===== config.mk =====
export PLATFORM = sky130hd
export DESIGN_NAME = ssp_top
export DESIGN_NICKNAME = d
export VERILOG_FILES = /design/src/ssp_pkg.sv /design/src/ssp_sync2.sv /design/src/ssp_rate_gen.sv /design/src/ssp_top.sv
export SDC_FILE = /design/constraint.sdc
export NUM_CORES = 1
export LEC_CHECK = 0
export ABC_CLOCK_PERIOD_IN_PS = 1950
export BUFFER_PORTS_ARGS = -buffer_cell sky130_fd_sc_hd__buf_2
export CORE_MARGIN = 10
export CORE_UTILIZATION = 40
export DETAILED_ROUTE_END_ITERATION = 10
export MAX_ROUTING_LAYER = met4
export PLACE_DENSITY = 0.69
export REMOVE_ABC_BUFFERS = 1
export SLEW_MARGIN = 20
export SYNTH_ARGS = -nofsm -noshare
export SYNTH_HDL_FRONTEND = slang
export SYNTH_HIERARCHICAL = 1
export SYNTH_SLANG_ARGS = --single-unit

===== constraint.sdc =====
create_clock -name pclk -period 1.95 [get_ports pclk]
set_input_delay 0.0975 -clock pclk [delete_from_list [all_inputs] [get_ports pclk]]
set_output_delay 0.0975 -clock pclk [all_outputs]
set_load 0.01 [all_outputs]

===== src/ssp_pkg.sv =====
// shared constants of the serial shift port
package ssp_pkg;

  // ------------------------------------------------------------------
  // register map (byte addresses, one aligned 32-bit word each)
  // ------------------------------------------------------------------
  localparam int         ADDR_W        = 8;
  localparam logic [7:0] ADDR_CTRL     = 8'h00;
  localparam logic [7:0] ADDR_STATUS   = 8'h04;
  localparam logic [7:0] ADDR_DATA     = 8'h08;
  localparam logic [7:0] ADDR_IRQ_STAT = 8'h0C;
  localparam logic [7:0] ADDR_IRQ_MASK = 8'h10;

  // ------------------------------------------------------------------
  // control_reg fields
  // ------------------------------------------------------------------
  localparam int         CTRL_W        = 7;
  localparam int         CTRL_SEL      = 0;  // serial_port_select
  localparam int         CTRL_RATE_LO  = 1;  // rate_select_lo
  localparam int         CTRL_RATE_HI  = 2;  // rate_select_hi
  localparam int         CTRL_MASTER   = 3;  // clock pin config: 1 drive internal clock
  localparam int         CTRL_SO_DRIVE = 4;  // output pin config: 1 drive serial out
  localparam int         CTRL_IDLE_HI  = 5;  // port_g_bit5 data: idle level of clock
  localparam int         CTRL_PHASE    = 6;  // clock_phase_select
  localparam logic [6:0] CTRL_RST      = 7'h00;

  // ------------------------------------------------------------------
  // processor_status_reg and interrupt fields
  // ------------------------------------------------------------------
  localparam int         STAT_BUSY     = 0;
  localparam int         STAT_CNT_LSB  = 4;
  localparam int         IRQ_DONE      = 0;
  localparam logic [7:0] DATA_RST      = 8'h00;

  // ------------------------------------------------------------------
  // transfer length and clock rate (times in instruction cycles = pclk)
  // ------------------------------------------------------------------
  localparam logic [2:0] LAST_BIT      = 3'h7;
  localparam logic [3:0] LAST_EDGE     = 4'hF;
  localparam int         PERIOD_TC_00  = 2;
  localparam int         PERIOD_TC_01  = 4;
  localparam int         PERIOD_TC_1X  = 8;
  localparam logic [2:0] HALF_00       = 3'(PERIOD_TC_00 / 2);
  localparam logic [2:0] HALF_01       = 3'(PERIOD_TC_01 / 2);
  localparam logic [2:0] HALF_1X       = 3'(PERIOD_TC_1X / 2);

endpackage : ssp_pkg


===== src/ssp_sync2.sv =====
// two-flop synchroniser for one level from outside the pclk domain
`timescale 1ns/100ps
module ssp_sync2 (
  input  wire logic pclk,
  input  wire logic presetn,
  input  wire logic d,
  output logic      q
);
  logic meta_q;
  logic meta_d;
  logic sync_q;
  logic sync_d;

  always_comb begin
    meta_d = d;
    sync_d = meta_q;
  end

  always_ff @(posedge pclk or negedge presetn) begin
    if (!presetn) begin
      meta_q <= 1'b0;
      sync_q <= 1'b0;
    end else begin
      meta_q <= meta_d;
      sync_q <= sync_d;
    end
  end

  assign q = sync_q;
endmodule : ssp_sync2


===== src/ssp_rate_gen.sv =====
// half-period tick generator for the master shift clock
`timescale 1ns/100ps
module ssp_rate_gen
  import ssp_pkg::*;
(
  input  wire logic pclk,
  input  wire logic presetn,
  input  wire logic en,
  input  wire logic rate_lo,
  input  wire logic rate_hi,
  output logic      tick
);
  logic [2:0] cnt_q;
  logic [2:0] cnt_d;
  logic [2:0] half;

  always_comb begin
    if (rate_hi) begin
      half = HALF_1X;
    end else if (rate_lo) begin
      half = HALF_01;
    end else begin
      half = HALF_00;
    end
    tick  = en && (cnt_q == 3'(half - 3'h1));
    cnt_d = (!en || tick) ? 3'h0 : 3'(cnt_q + 3'h1);
  end

  always_ff @(posedge pclk or negedge presetn) begin
    if (!presetn) begin
      cnt_q <= 3'h0;
    end else begin
      cnt_q <= cnt_d;
    end
  end
endmodule : ssp_rate_gen


===== src/ssp_top.sv =====
// serial shift port: APB registers, shift engine, pin control
`timescale 1ns/100ps

module ssp_top
  import ssp_pkg::*;
(
  input  wire logic                      pclk,
  input  wire logic                      presetn,
  input  wire logic                      psel,
  input  wire logic                      penable,
  input  wire logic                      pwrite,
  input  wire logic [ssp_pkg::ADDR_W-1:0] paddr,
  input  wire logic [31:0]               pwdata,
  output logic      [31:0]               prdata,
  output logic                           pready,
  output logic                           pslverr,
  input  wire logic                      sck_i,
  output logic                           sck_o,
  output logic                           sck_oe,
  input  wire logic                      sdi,
  output logic                           sdo,
  output logic                           sdo_oe,
  output logic                           irq
);
  import ssp_pkg::*;

  // ------------------------------------------------------------------
  // state
  // ------------------------------------------------------------------
  logic [CTRL_W-1:0] ctrl_q,    ctrl_d;
  logic [7:0]        sio_q,     sio_d;
  logic              busy_q,    busy_d;
  logic [2:0]        bitcnt_q,  bitcnt_d;
  logic [3:0]        edgecnt_q, edgecnt_d;
  logic              sck_q,     sck_d;
  logic              sdo_q,     sdo_d;
  logic              prev_q,    prev_d;
  logic              done_st_q, done_st_d;
  logic              mask_q,    mask_d;
  logic              irq_q,     irq_d;
  logic              fin_q,     fin_d;
  logic              sck_oe_q,  sck_oe_d;
  logic              sdo_oe_q,  sdo_oe_d;
  logic [31:0]       prdata_q,  prdata_d;
  logic              pready_q,  pready_d;
  logic              pslverr_q, pslverr_d;

  logic sck_s;
  logic sdi_s;
  logic tick;
  logic master;
  logic idle_lvl;
  logic samp_rise;
  logic samp_ev;
  logic out_ev;
  logic done_ev;
  logic acc_wr;
  logic rd_phase;
  logic mapped;
  logic wr_ctrl;
  logic wr_stat;
  logic wr_data;
  logic wr_istat;
  logic wr_mask;
  logic start;
  logic [31:0] rd_mux;

  // ------------------------------------------------------------------
  // pin inputs and master clock rate
  // ------------------------------------------------------------------
  ssp_sync2 u_sync_sck (
    .pclk    (pclk),
    .presetn (presetn),
    .d       (sck_i),
    .q       (sck_s)
  );

  ssp_sync2 u_sync_sdi (
    .pclk    (pclk),
    .presetn (presetn),
    .d       (sdi),
    .q       (sdi_s)
  );

  ssp_rate_gen u_rate (
    .pclk    (pclk),
    .presetn (presetn),
    .en      (busy_q && master),
    .rate_lo (ctrl_q[CTRL_RATE_LO]),
    .rate_hi (ctrl_q[CTRL_RATE_HI]),
    .tick    (tick)
  );

  // ------------------------------------------------------------------
  // bus decode; one wait state so read data leaves a flop
  // ------------------------------------------------------------------
  always_comb begin
    mapped   = (paddr == ADDR_CTRL) || (paddr == ADDR_STATUS) || (paddr == ADDR_DATA)
            || (paddr == ADDR_IRQ_STAT) || (paddr == ADDR_IRQ_MASK);
    acc_wr   = psel && penable && pready_q && pwrite;
    rd_phase = psel && penable && !pready_q;
    wr_ctrl  = acc_wr && (paddr == ADDR_CTRL);
    wr_stat  = acc_wr && (paddr == ADDR_STATUS);
    wr_data  = acc_wr && (paddr == ADDR_DATA);
    wr_istat = acc_wr && (paddr == ADDR_IRQ_STAT);
    wr_mask  = acc_wr && (paddr == ADDR_IRQ_MASK);
    rd_mux   = 32'h0000_0000;
    unique case (paddr)
      ADDR_CTRL:     rd_mux[CTRL_W-1:0] = ctrl_q;
      ADDR_STATUS: begin
        rd_mux[STAT_BUSY]                  = busy_q;
        rd_mux[STAT_CNT_LSB +: 3]          = bitcnt_q;
      end
      ADDR_DATA:     rd_mux[7:0]        = sio_q;
      ADDR_IRQ_STAT: rd_mux[IRQ_DONE]   = done_st_q;
      ADDR_IRQ_MASK: rd_mux[IRQ_DONE]   = mask_q;
      default:       rd_mux             = 32'h0000_0000;
    endcase
  end

  // ------------------------------------------------------------------
  // clock edges and shift events
  // ------------------------------------------------------------------
  always_comb begin
    // master on internal clock, slave on pin
    master    = ctrl_q[CTRL_MASTER];
    // idle level from data bit five
    idle_lvl  = ctrl_q[CTRL_IDLE_HI];
    // sample edge follows phase and idle level
    samp_rise = !(ctrl_q[CTRL_PHASE] ^ ctrl_q[CTRL_IDLE_HI]);
    if (master) begin
      // only the internal tick moves a master transfer
      samp_ev = busy_q && tick && (sck_q ^ samp_rise);
      out_ev  = busy_q && tick && !(sck_q ^ samp_rise);
    end else begin
      samp_ev = busy_q && (samp_rise ? (sck_s && !prev_q) : (!sck_s && prev_q));
      out_ev  = busy_q && (samp_rise ? (!sck_s && prev_q) : (sck_s && !prev_q));
    end
    // eight bits, or sixteen clock edges when master
    done_ev = master ? (busy_q && tick && (edgecnt_q == LAST_EDGE))
                     : (samp_ev && (bitcnt_q == LAST_BIT));
    start   = wr_stat && pwdata[STAT_BUSY] && !busy_q;
  end

  // ------------------------------------------------------------------
  // next state
  // ------------------------------------------------------------------
  always_comb begin
    ctrl_d    = wr_ctrl ? pwdata[CTRL_W-1:0] : ctrl_q;
    mask_d    = wr_mask ? pwdata[IRQ_DONE] : mask_q;
    prev_d    = sck_s;
    sio_d     = sio_q;
    sdo_d     = sdo_q;
    bitcnt_d  = bitcnt_q;
    edgecnt_d = edgecnt_q;
    busy_d    = busy_q;
    sck_d     = sck_q;

    // software loads at any time, busy or idle; a load mid-shift wins
    if (wr_data) begin
      sio_d = pwdata[7:0];
      sdo_d = pwdata[7];
    end else if (samp_ev) begin
      // shift toward the top, new bit at the bottom
      sio_d = {sio_q[6:0], sdi_s};
    end
    // output changes on the opposite edge
    if (out_ev && !wr_data) begin
      sdo_d = sio_q[7];
    end

    if (samp_ev) begin
      bitcnt_d = 3'(bitcnt_q + 3'h1);
    end
    if (busy_q && master && tick) begin
      edgecnt_d = 4'(edgecnt_q + 4'h1);
      sck_d     = !sck_q;
    end
    if (!busy_q) begin
      // clock rests at idle level between transfers
      sck_d = idle_lvl;
    end

    // hardware clears busy after the eighth bit
    if (done_ev) begin
      busy_d = 1'b0;
    end
    // software write sets or aborts; the write wins
    if (wr_stat) begin
      busy_d = pwdata[STAT_BUSY];
    end
    if (start) begin
      // slave starts counting at the busy write
      bitcnt_d  = 3'h0;
      edgecnt_d = 4'h0;
      sdo_d     = wr_data ? pwdata[7] : sio_q[7];
    end

    // sticky completion flag, set beats write-one clear
    done_st_d = done_ev || (done_st_q && !(wr_istat && pwdata[IRQ_DONE]));
    fin_d     = done_ev;
    irq_d     = done_st_d && mask_d;

    sck_oe_d  = ctrl_q[CTRL_SEL] && ctrl_q[CTRL_MASTER];
    sdo_oe_d  = ctrl_q[CTRL_SEL] && ctrl_q[CTRL_SO_DRIVE];

    pready_d  = rd_phase;
    prdata_d  = (rd_phase && !pwrite) ? rd_mux : 32'h0000_0000;
    pslverr_d = rd_phase && !mapped;
  end

  // ------------------------------------------------------------------
  // registers
  // ------------------------------------------------------------------
  always_ff @(posedge pclk or negedge presetn) begin
    if (!presetn) begin
      // phase select and all control start cleared
      ctrl_q    <= CTRL_RST;
      sio_q     <= DATA_RST;
      busy_q    <= 1'b0;
      bitcnt_q  <= 3'h0;
      edgecnt_q <= 4'h0;
      sck_q     <= 1'b0;
      sdo_q     <= 1'b0;
      prev_q    <= 1'b0;
      done_st_q <= 1'b0;
      mask_q    <= 1'b0;
      irq_q     <= 1'b0;
      fin_q     <= 1'b0;
      sck_oe_q  <= 1'b0;
      sdo_oe_q  <= 1'b0;
      prdata_q  <= 32'h0000_0000;
      pready_q  <= 1'b0;
      pslverr_q <= 1'b0;
    end else begin
      ctrl_q    <= ctrl_d;
      sio_q     <= sio_d;
      busy_q    <= busy_d;
      bitcnt_q  <= bitcnt_d;
      edgecnt_q <= edgecnt_d;
      sck_q     <= sck_d;
      sdo_q     <= sdo_d;
      prev_q    <= prev_d;
      done_st_q <= done_st_d;
      mask_q    <= mask_d;
      irq_q     <= irq_d;
      fin_q     <= fin_d;
      sck_oe_q  <= sck_oe_d;
      sdo_oe_q  <= sdo_oe_d;
      prdata_q  <= prdata_d;
      pready_q  <= pready_d;
      pslverr_q <= pslverr_d;
    end
  end

  assign prdata  = prdata_q;
  assign pready  = pready_q;
  assign pslverr = pslverr_q;
  assign sck_o   = sck_q;
  assign sck_oe  = sck_oe_q;
  assign sdo     = sdo_q;
  assign sdo_oe  = sdo_oe_q;
  assign irq     = irq_q;

  // ------------------------------------------------------------------
  // checks
  // ------------------------------------------------------------------
  property p_busy_start;
    @(posedge pclk) disable iff (!presetn)
      (wr_stat && pwdata[STAT_BUSY]) |=> busy_q;
  endproperty
  a_busy_start: assert property (p_busy_start) else $error("busy not set by write");

  property p_abort;
    @(posedge pclk) disable iff (!presetn)
      (wr_stat && !pwdata[STAT_BUSY]) |=> (!busy_q && !fin_q);
  endproperty
  a_abort: assert property (p_abort) else $error("abort did not stop shifting");

  property p_slave_eight;
    @(posedge pclk) disable iff (!presetn)
      (fin_q && !master) |-> ($past(bitcnt_q) == LAST_BIT && !busy_q);
  endproperty
  a_slave_eight: assert property (p_slave_eight) else $error("slave ended off eight");

  property p_master_edges;
    @(posedge pclk) disable iff (!presetn)
      (fin_q && master) |-> ($past(edgecnt_q) == LAST_EDGE && sck_q == idle_lvl);
  endproperty
  a_master_edges: assert property (p_master_edges) else $error("clock not 8 pulses");

  property p_irq;
    @(posedge pclk) disable iff (!presetn)
      (fin_q && mask_q && !$past(wr_mask)) |-> ##[0:1] irq_q;
  endproperty
  a_irq: assert property (p_irq) else $error("interrupt missing on completion");

  property p_slow_rate;
    @(posedge pclk) disable iff (!presetn)
      (tick && ctrl_q[CTRL_RATE_HI] && !wr_ctrl) |=> !tick [*3];
  endproperty
  a_slow_rate: assert property (p_slow_rate) else $error("eight cycle period broken");

  property p_pin_select;
    @(posedge pclk) disable iff (!presetn)
      (sck_oe_q || sdo_oe_q) |-> $past(ctrl_q[CTRL_SEL]);
  endproperty
  a_pin_select: assert property (p_pin_select) else $error("pin driven unselected");

  property p_shift_msb;
    @(posedge pclk) disable iff (!presetn)
      (samp_ev && !wr_data) |=> (sio_q == {$past(sio_q[6:0]), $past(sdi_s)});
  endproperty
  a_shift_msb: assert property (p_shift_msb) else $error("shift order wrong");

  c_master_done: cover property (@(posedge pclk) disable iff (!presetn) fin_q && master);
  c_slave_done:  cover property (@(posedge pclk) disable iff (!presetn) fin_q && !master);
  c_abort:       cover property (@(posedge pclk) disable iff (!presetn)
                                 busy_q && wr_stat && !pwdata[STAT_BUSY]);
  c_irq:         cover property (@(posedge pclk) disable iff (!presetn) irq_q);

endmodule : ssp_top


== After elaboration in Yosys (flattened, before gate mapping) ==
Cells that the tools add are included.
Word-level totals
  bits in registers: 48
  latch bits: 0
  bits in writable memories: 0
  memory bits (read-only): 0
  memories kept: 0
Cells by class
  $add $sub $neg: 4
  multiply operators: 0
  divide/modulo/power cells: 0
  order comparisons: 0
  equality and inequality tests: 8
  shifts and indexed selects: 0
  muxes and demuxes: 28
  bitwise operators: 2
  reduce and logical (&&, ||, !) cells: 55
Operators by type and width (count)
  1-bit logical AND: 31
  8-bit two-way mux: 3
  8-bit by 4-bit == test with 1-bit output (second input constant): 2
  1-bit two-way mux: 15
  1-bit zero test: 12
  3-bit two-way mux: 4
  3-bit case mux with 3 select lines: 1
  8-bit by 3-bit == test with 1-bit output (second input constant): 1
  8-bit by 5-bit == test with 1-bit output (second input constant): 1
  8-bit zero test: 1
  4-bit two-way mux: 2
  2-bit nonzero test: 4
  3-bit by 1-bit adder with 3-bit output (second input constant): 2
  1-bit logical OR: 6
  3-bit case mux with 2 select lines: 1
  1-bit case mux with 5 select lines: 1
  4-bit by 1-bit adder with 4-bit output (second input constant): 1
  4-bit == test (second input constant): 1
  3-bit == test: 1
  3-bit == test (second input constant): 1
  3-bit nonzero test: 1
  3-bit by 1-bit subtractor with 3-bit output (second input constant): 1
  2-bit two-way mux: 1
  2-bit by 1-bit != test with 1-bit output (second input constant): 1
  1-bit XOR: 2

== Logic depth before layout (Yosys ltp) ==
  depth after elaboration: 12
  mapped depth: 9

== Cells and area by module ==
Netlist, hierarchy kept.
By module, submodules not included
  ssp_top: times used 1, cells each 200, area each 2144.6 um^2, seq. area each 1026.0 um^2
  ssp_rate_gen: times used 1, cells each 16, area each 168.9 um^2, seq. area each 75.1 um^2
  ssp_sync2: times used 2, cells each 2, area each 50.0 um^2, seq. area each 50.0 um^2

== Worst setup path before layout ==
Ideal clock, no wire load.
  path type: reg2reg
  start: register u_rate.cnt_q[0]
  end: register sio_q[7]
  arrival time: 1962 ps
  required time: 1827 ps
  slack: -134 ps
  stages on the path, launching flop included: 10
  buffers on the path: 2
  period minus slack after synthesis: 2084 ps
  path through: dfrtp_1 -> xor2_1 -> o31a_1 -> nor3b_1 -> and3_1 -> buf_2 -> o2bb2ai_1 -> buf_4 -> mux2i_1 -> a21oi_1
On the way
  cells in the longest elaborated chain, start to end: 6
RTL lines
  start, declared: line ssp_rate_gen.sv:13  | logic [2:0] cnt_q;
  start signal, assigned: line ssp_rate_gen.sv:33  | cnt_q <= cnt_d;
  3-bit == test: line ssp_rate_gen.sv:25  | tick = en && (cnt_q == 3'(half - 3'h1));
  1-bit logical AND: line ssp_rate_gen.sv:25
  net tick: line ssp_top.sv:50  | logic tick;
  1-bit logical AND (2 in series): line ssp_top.sv:133  | samp_ev = busy_q && tick && (sck_q ^ samp_rise);
  1-bit two-way mux: line ssp_top.sv:131  | if (master) begin
  2-bit nonzero test (no source line)
  end signal, assigned: line ssp_top.sv:237  | sio_q <= sio_d;
  end, declared: line ssp_top.sv:31  | logic [7:0] sio_q, sio_d;
The timed path passes the listed nets, and every way through them passes these cells.
A chain may end at the register's enable or synchronous reset.

== Worst setup path in the final report ==
  start: register ctrl_q[1]
  end: register sio_q[6]
On the way
  cells in the longest elaborated chain, start to end: 9
RTL lines
  start, declared: line ssp_top.sv:30  | logic [CTRL_W-1:0] ctrl_q, ctrl_d;
  start signal, assigned: line ssp_top.sv:236  | ctrl_q <= ctrl_d;
  2-bit two-way mux: line ssp_rate_gen.sv:20  | end else if (rate_lo) begin
  3-bit two-way mux: line ssp_rate_gen.sv:18  | if (rate_hi) begin
  3-bit by 1-bit subtractor with 3-bit output: line ssp_rate_gen.sv:25
  3-bit == test: line ssp_rate_gen.sv:25
  1-bit logical AND: line ssp_rate_gen.sv:25
  net tick: line ssp_top.sv:50
  1-bit logical AND (2 in series): line ssp_top.sv:133
  1-bit two-way mux: line ssp_top.sv:131
  2-bit nonzero test (no source line)
The timed path passes the listed nets, and every way through them passes these cells.

==> impl_metrics.tcl <==
set metrics [dict create \
    yosys_warnings 6 \
    rsz0062_at_grt "true" \
    syn-cell-area_mm2 0.00241 \
    power_switching_w 0.000444 \
    yosys-top-cells-area "dfrtp_1, buf_4, mux2i_1" \
    drtIter0Drc 64 \
    final_util 0.496 \
    hp-class "primary input to flip-flop" \
    numClockSinks 48 \
    clk_latency_ps 300 \
    sw_frac_of_total 0.253 \
    grt_pass1_vias 1882 \
    leakage_nw 1.36 \
    rows 28 \
    diodes 0 \
    p_per_area_mw_per_mm2 601 \
    vias 1711 \
    grt_start_max_net_pins 19 \
    globalRoute.totalOverflow 0 \
    finalWorstSetupSlack_ps 3.66 \
    synth_top_area_cell "dfrtp_1" \
    area_growth_pct 20.8 \
    grt_pass1_wl_um 9030 \
    start_util 0.410 \
    place_area_mm2 0.00269 \
    setup_viol 0 \
    netlist_instances 220 \
    cp_data_arrival_time_ps 2110 \
    max_freq_ghz 0.514 \
    peakVddDrop_uv 331 \
    async_flop_share 1.00 \
    layout_min_cycle_time_ps 1950 \
    synth_seq_cells 48 \
    yosysTopAreaCellShare 0.498 \
    htreeDepth 2 \
    status "finished, final reports clean" \
    maxCapViolCount 0 \
    dr.pass1.iters 4 \
    synth_common_cells "dfrtp_1, buf_4, nor2_1" \
    hpwl_um 4020 \
    combinationalPowerShare 0.078 \
    crit_required_ps 2120 \
    stdcell_area_mm2 0.00292 \
    clockBufferDepth 2 \
    drcViolationCount 0 \
    grt_usage 0.116 \
    fin_crit_sh 0.998 \
    die_area_mm2 0.00954 \
    antenna_found_initial 0 \
    ys_types 43 \
    final_net_count 331 \
    io_pins 86 \
    postRouteWirelength_um 5180 \
    cts_root_buf "clkbuf_8" \
    viasPerCell 4.81 \
    ff_latch_area_mm2 0.00120 \
    skew_ps 10.8 \
    multi_input_area_mm2 0.00113 \
    synth.most_common_cell "dfrtp_1" \
    clkTransAtPathRegs_ps 100 \
    path_class "flip-flop to flip-flop" \
    core_area_mm2 0.00589 \
    pre_cts_slack_ps -73.6 \
    drive_gt1_frac 0.299 \
    cts_tree "built" \
    critPathLaunchType "flip-flop" \
    die_width_um 97.7 \
    wl_per_cell_um 14.5 \
    syn_avg_cell_area_um2 11.0 \
    p_total_w 0.00175 \
    gp_congestion 0.864 \
    ys.flop_type "dfrtp_1" \
    ant_nets 0 \
    synth-edff-count 0 \
    seq_area_frac_synth 0.498 \
    p_int_w 0.00131 \
    n_fill_cell 555 \
    seq_power_share 0.579 \
    slew_violations 0 \
    die_h_um 97.7 \
    crit_fanout 6 \
    worst_setup_path_end_kind "flip-flop" \
    clock_power_share 0.343 \
    port_buffers 37 \
    hold_violations 0 \
    numCtsBuffers 5 \
]
-- per-stage QoR --
step                TNS (ps)  cells  hold WS (ps)
CTS                    -23.6    354          29.1
global placement        -445    340          55.7
global route           -1080    356          34.0
finish                     0    356          26.5
detailed placement      -541    340          47.8
floorplan              -3400    214          -198
-- sequential cells by signal, summed over array words and instances, names as in the netlist, 3 cells and up --
name	flops
ctrl_q	7
sio_q	8
prdata	8
u_rate/cnt_q	3
bitcnt_q	3
edgecnt_q	4
-- what timing repair did --
action | in CTS | in global routing
resized for setup | 5 | 5
setup buffers | 2 | 2
hold buffers | 3 | 0
setup endpoints to repair | 11 | 16
gates cloned | 1 | 0
endpoints found under the hold margin | 18 | 0
pin swaps | 0 | 5
-- worst max-delay path: stages, from the launching register on --
cell and delay (ps):
dfrtp_1 400, xor2_1 170, o31a_1 260, nor3b_2 180, and3_4 230, o2bb2ai_4 140, buf_12 150, mux2i_2 200
o21ai_1 80
-- power by group through the flow --
stage / registers [W] / logic [W] / clock network [W]
2_1_floorplan: 0.00103 / 0.0000559 / 0
3_3_place_gp: 0.00103 / 0.000127 / 0
3_5_place_dp: 0.00103 / 0.000129 / 0
4_1_cts: 0.00101 / 0.000136 / 0.000618
5_1_grt: 0.00102 / 0.000157 / 0.000659
6_report: 0.00101 / 0.000138 / 0.000601
-- cells by family (layout without fill, tap and decap cells) --
| logic type | after synthesis | count (layout) | share of synthesized area |
|---|---|---|---|
| other | 1 | 24 | 0.00155 |
| AND/OR/NAND/NOR | 76 | 76 | 0.177 |
| multiplexers | 24 | 24 | 0.109 |
| flip-flops | 48 | 48 | 0.498 |
| XOR/XNOR | 9 | 9 | 0.0358 |
| adder cells (fa/ha/maj) | 4 | 4 | 0.0207 |
| buffers and inverters | 30 | 68 | 0.0866 |
| AO/OA/AOI/OAI | 28 | 28 | 0.0721 |
-- final cells by class --
type | instances | share of cell area
Sequential cell | 48 | 0.412
Clock buffer | 5 | 0.0236
Multi-Input combinational cell | 165 | 0.387
Tap cell | 75 | 0.0322
Clock inverter | 3 | 0.00815
Timing Repair Buffer | 59 | 0.136
Inverter | 1 | 0.00129
-- final timing paths --
| kind | from | endpoint | slack [ps] | depth (start not counted) |
|---|---|---|---|---|
| hold reg to reg | u_sync_sdi/meta_q | u_sync_sdi/q | 340 | 0 |
| hold / removal | pwdata[1] | sio_q[1] | 30 | 3 |
| setup reg to reg | ctrl_q[1] | sio_q[6] | 4 | 8 |
| max in group asynchronous | presetn | prdata[0] | 1130 | 3 |
| setup / recovery | ctrl_q[1] | sio_q[6] | 4 | 8 |
| min in group asynchronous | presetn | ctrl_q[2] | 250 | 2 |
-- layer usage --
metal,up-vias,share of wire,track usage
met1,813,0.46,0.138
met4,0,0.0079,0.0369
met5,-,0,-
met2,61,0.45,0.179
met3,4,0.078,0.0405
li1,833,-,-
-- layout by cell type, fill, tap and decap left out, types with 2 or more instances in the layout --
cell type      Yosys  layout
clkbuf_8           0       5
conb_1             1      24
and3_1             4       3
o21ai_1            8       8
nand2b_1           2       2
o21ai_0            2       2
buf_6              0       2
nor3_1             2       2
or3_1              2       2
xnor2_2            1       2
dfrtp_1           48      48
and4_1             2       2
buf_2              2      37
nand4_1            3       3
clkinvlp_4         0       2
xor2_1             4       4
mux2_2             8       8
and2_1             6       6
nor3b_1            4       3
a22oi_1            3       3
nor2b_1            3       3
mux2i_1           15      14
dlygate4sd3_1      0       3
nor2_1            24      24
a21oi_1            7       7
xnor2_1            4       3
nand3_1            3       3
nand2_1           15      15
ha_1               4       4
buf_4             25      15
No activity file was read; power rests on OpenSTA's default activity.
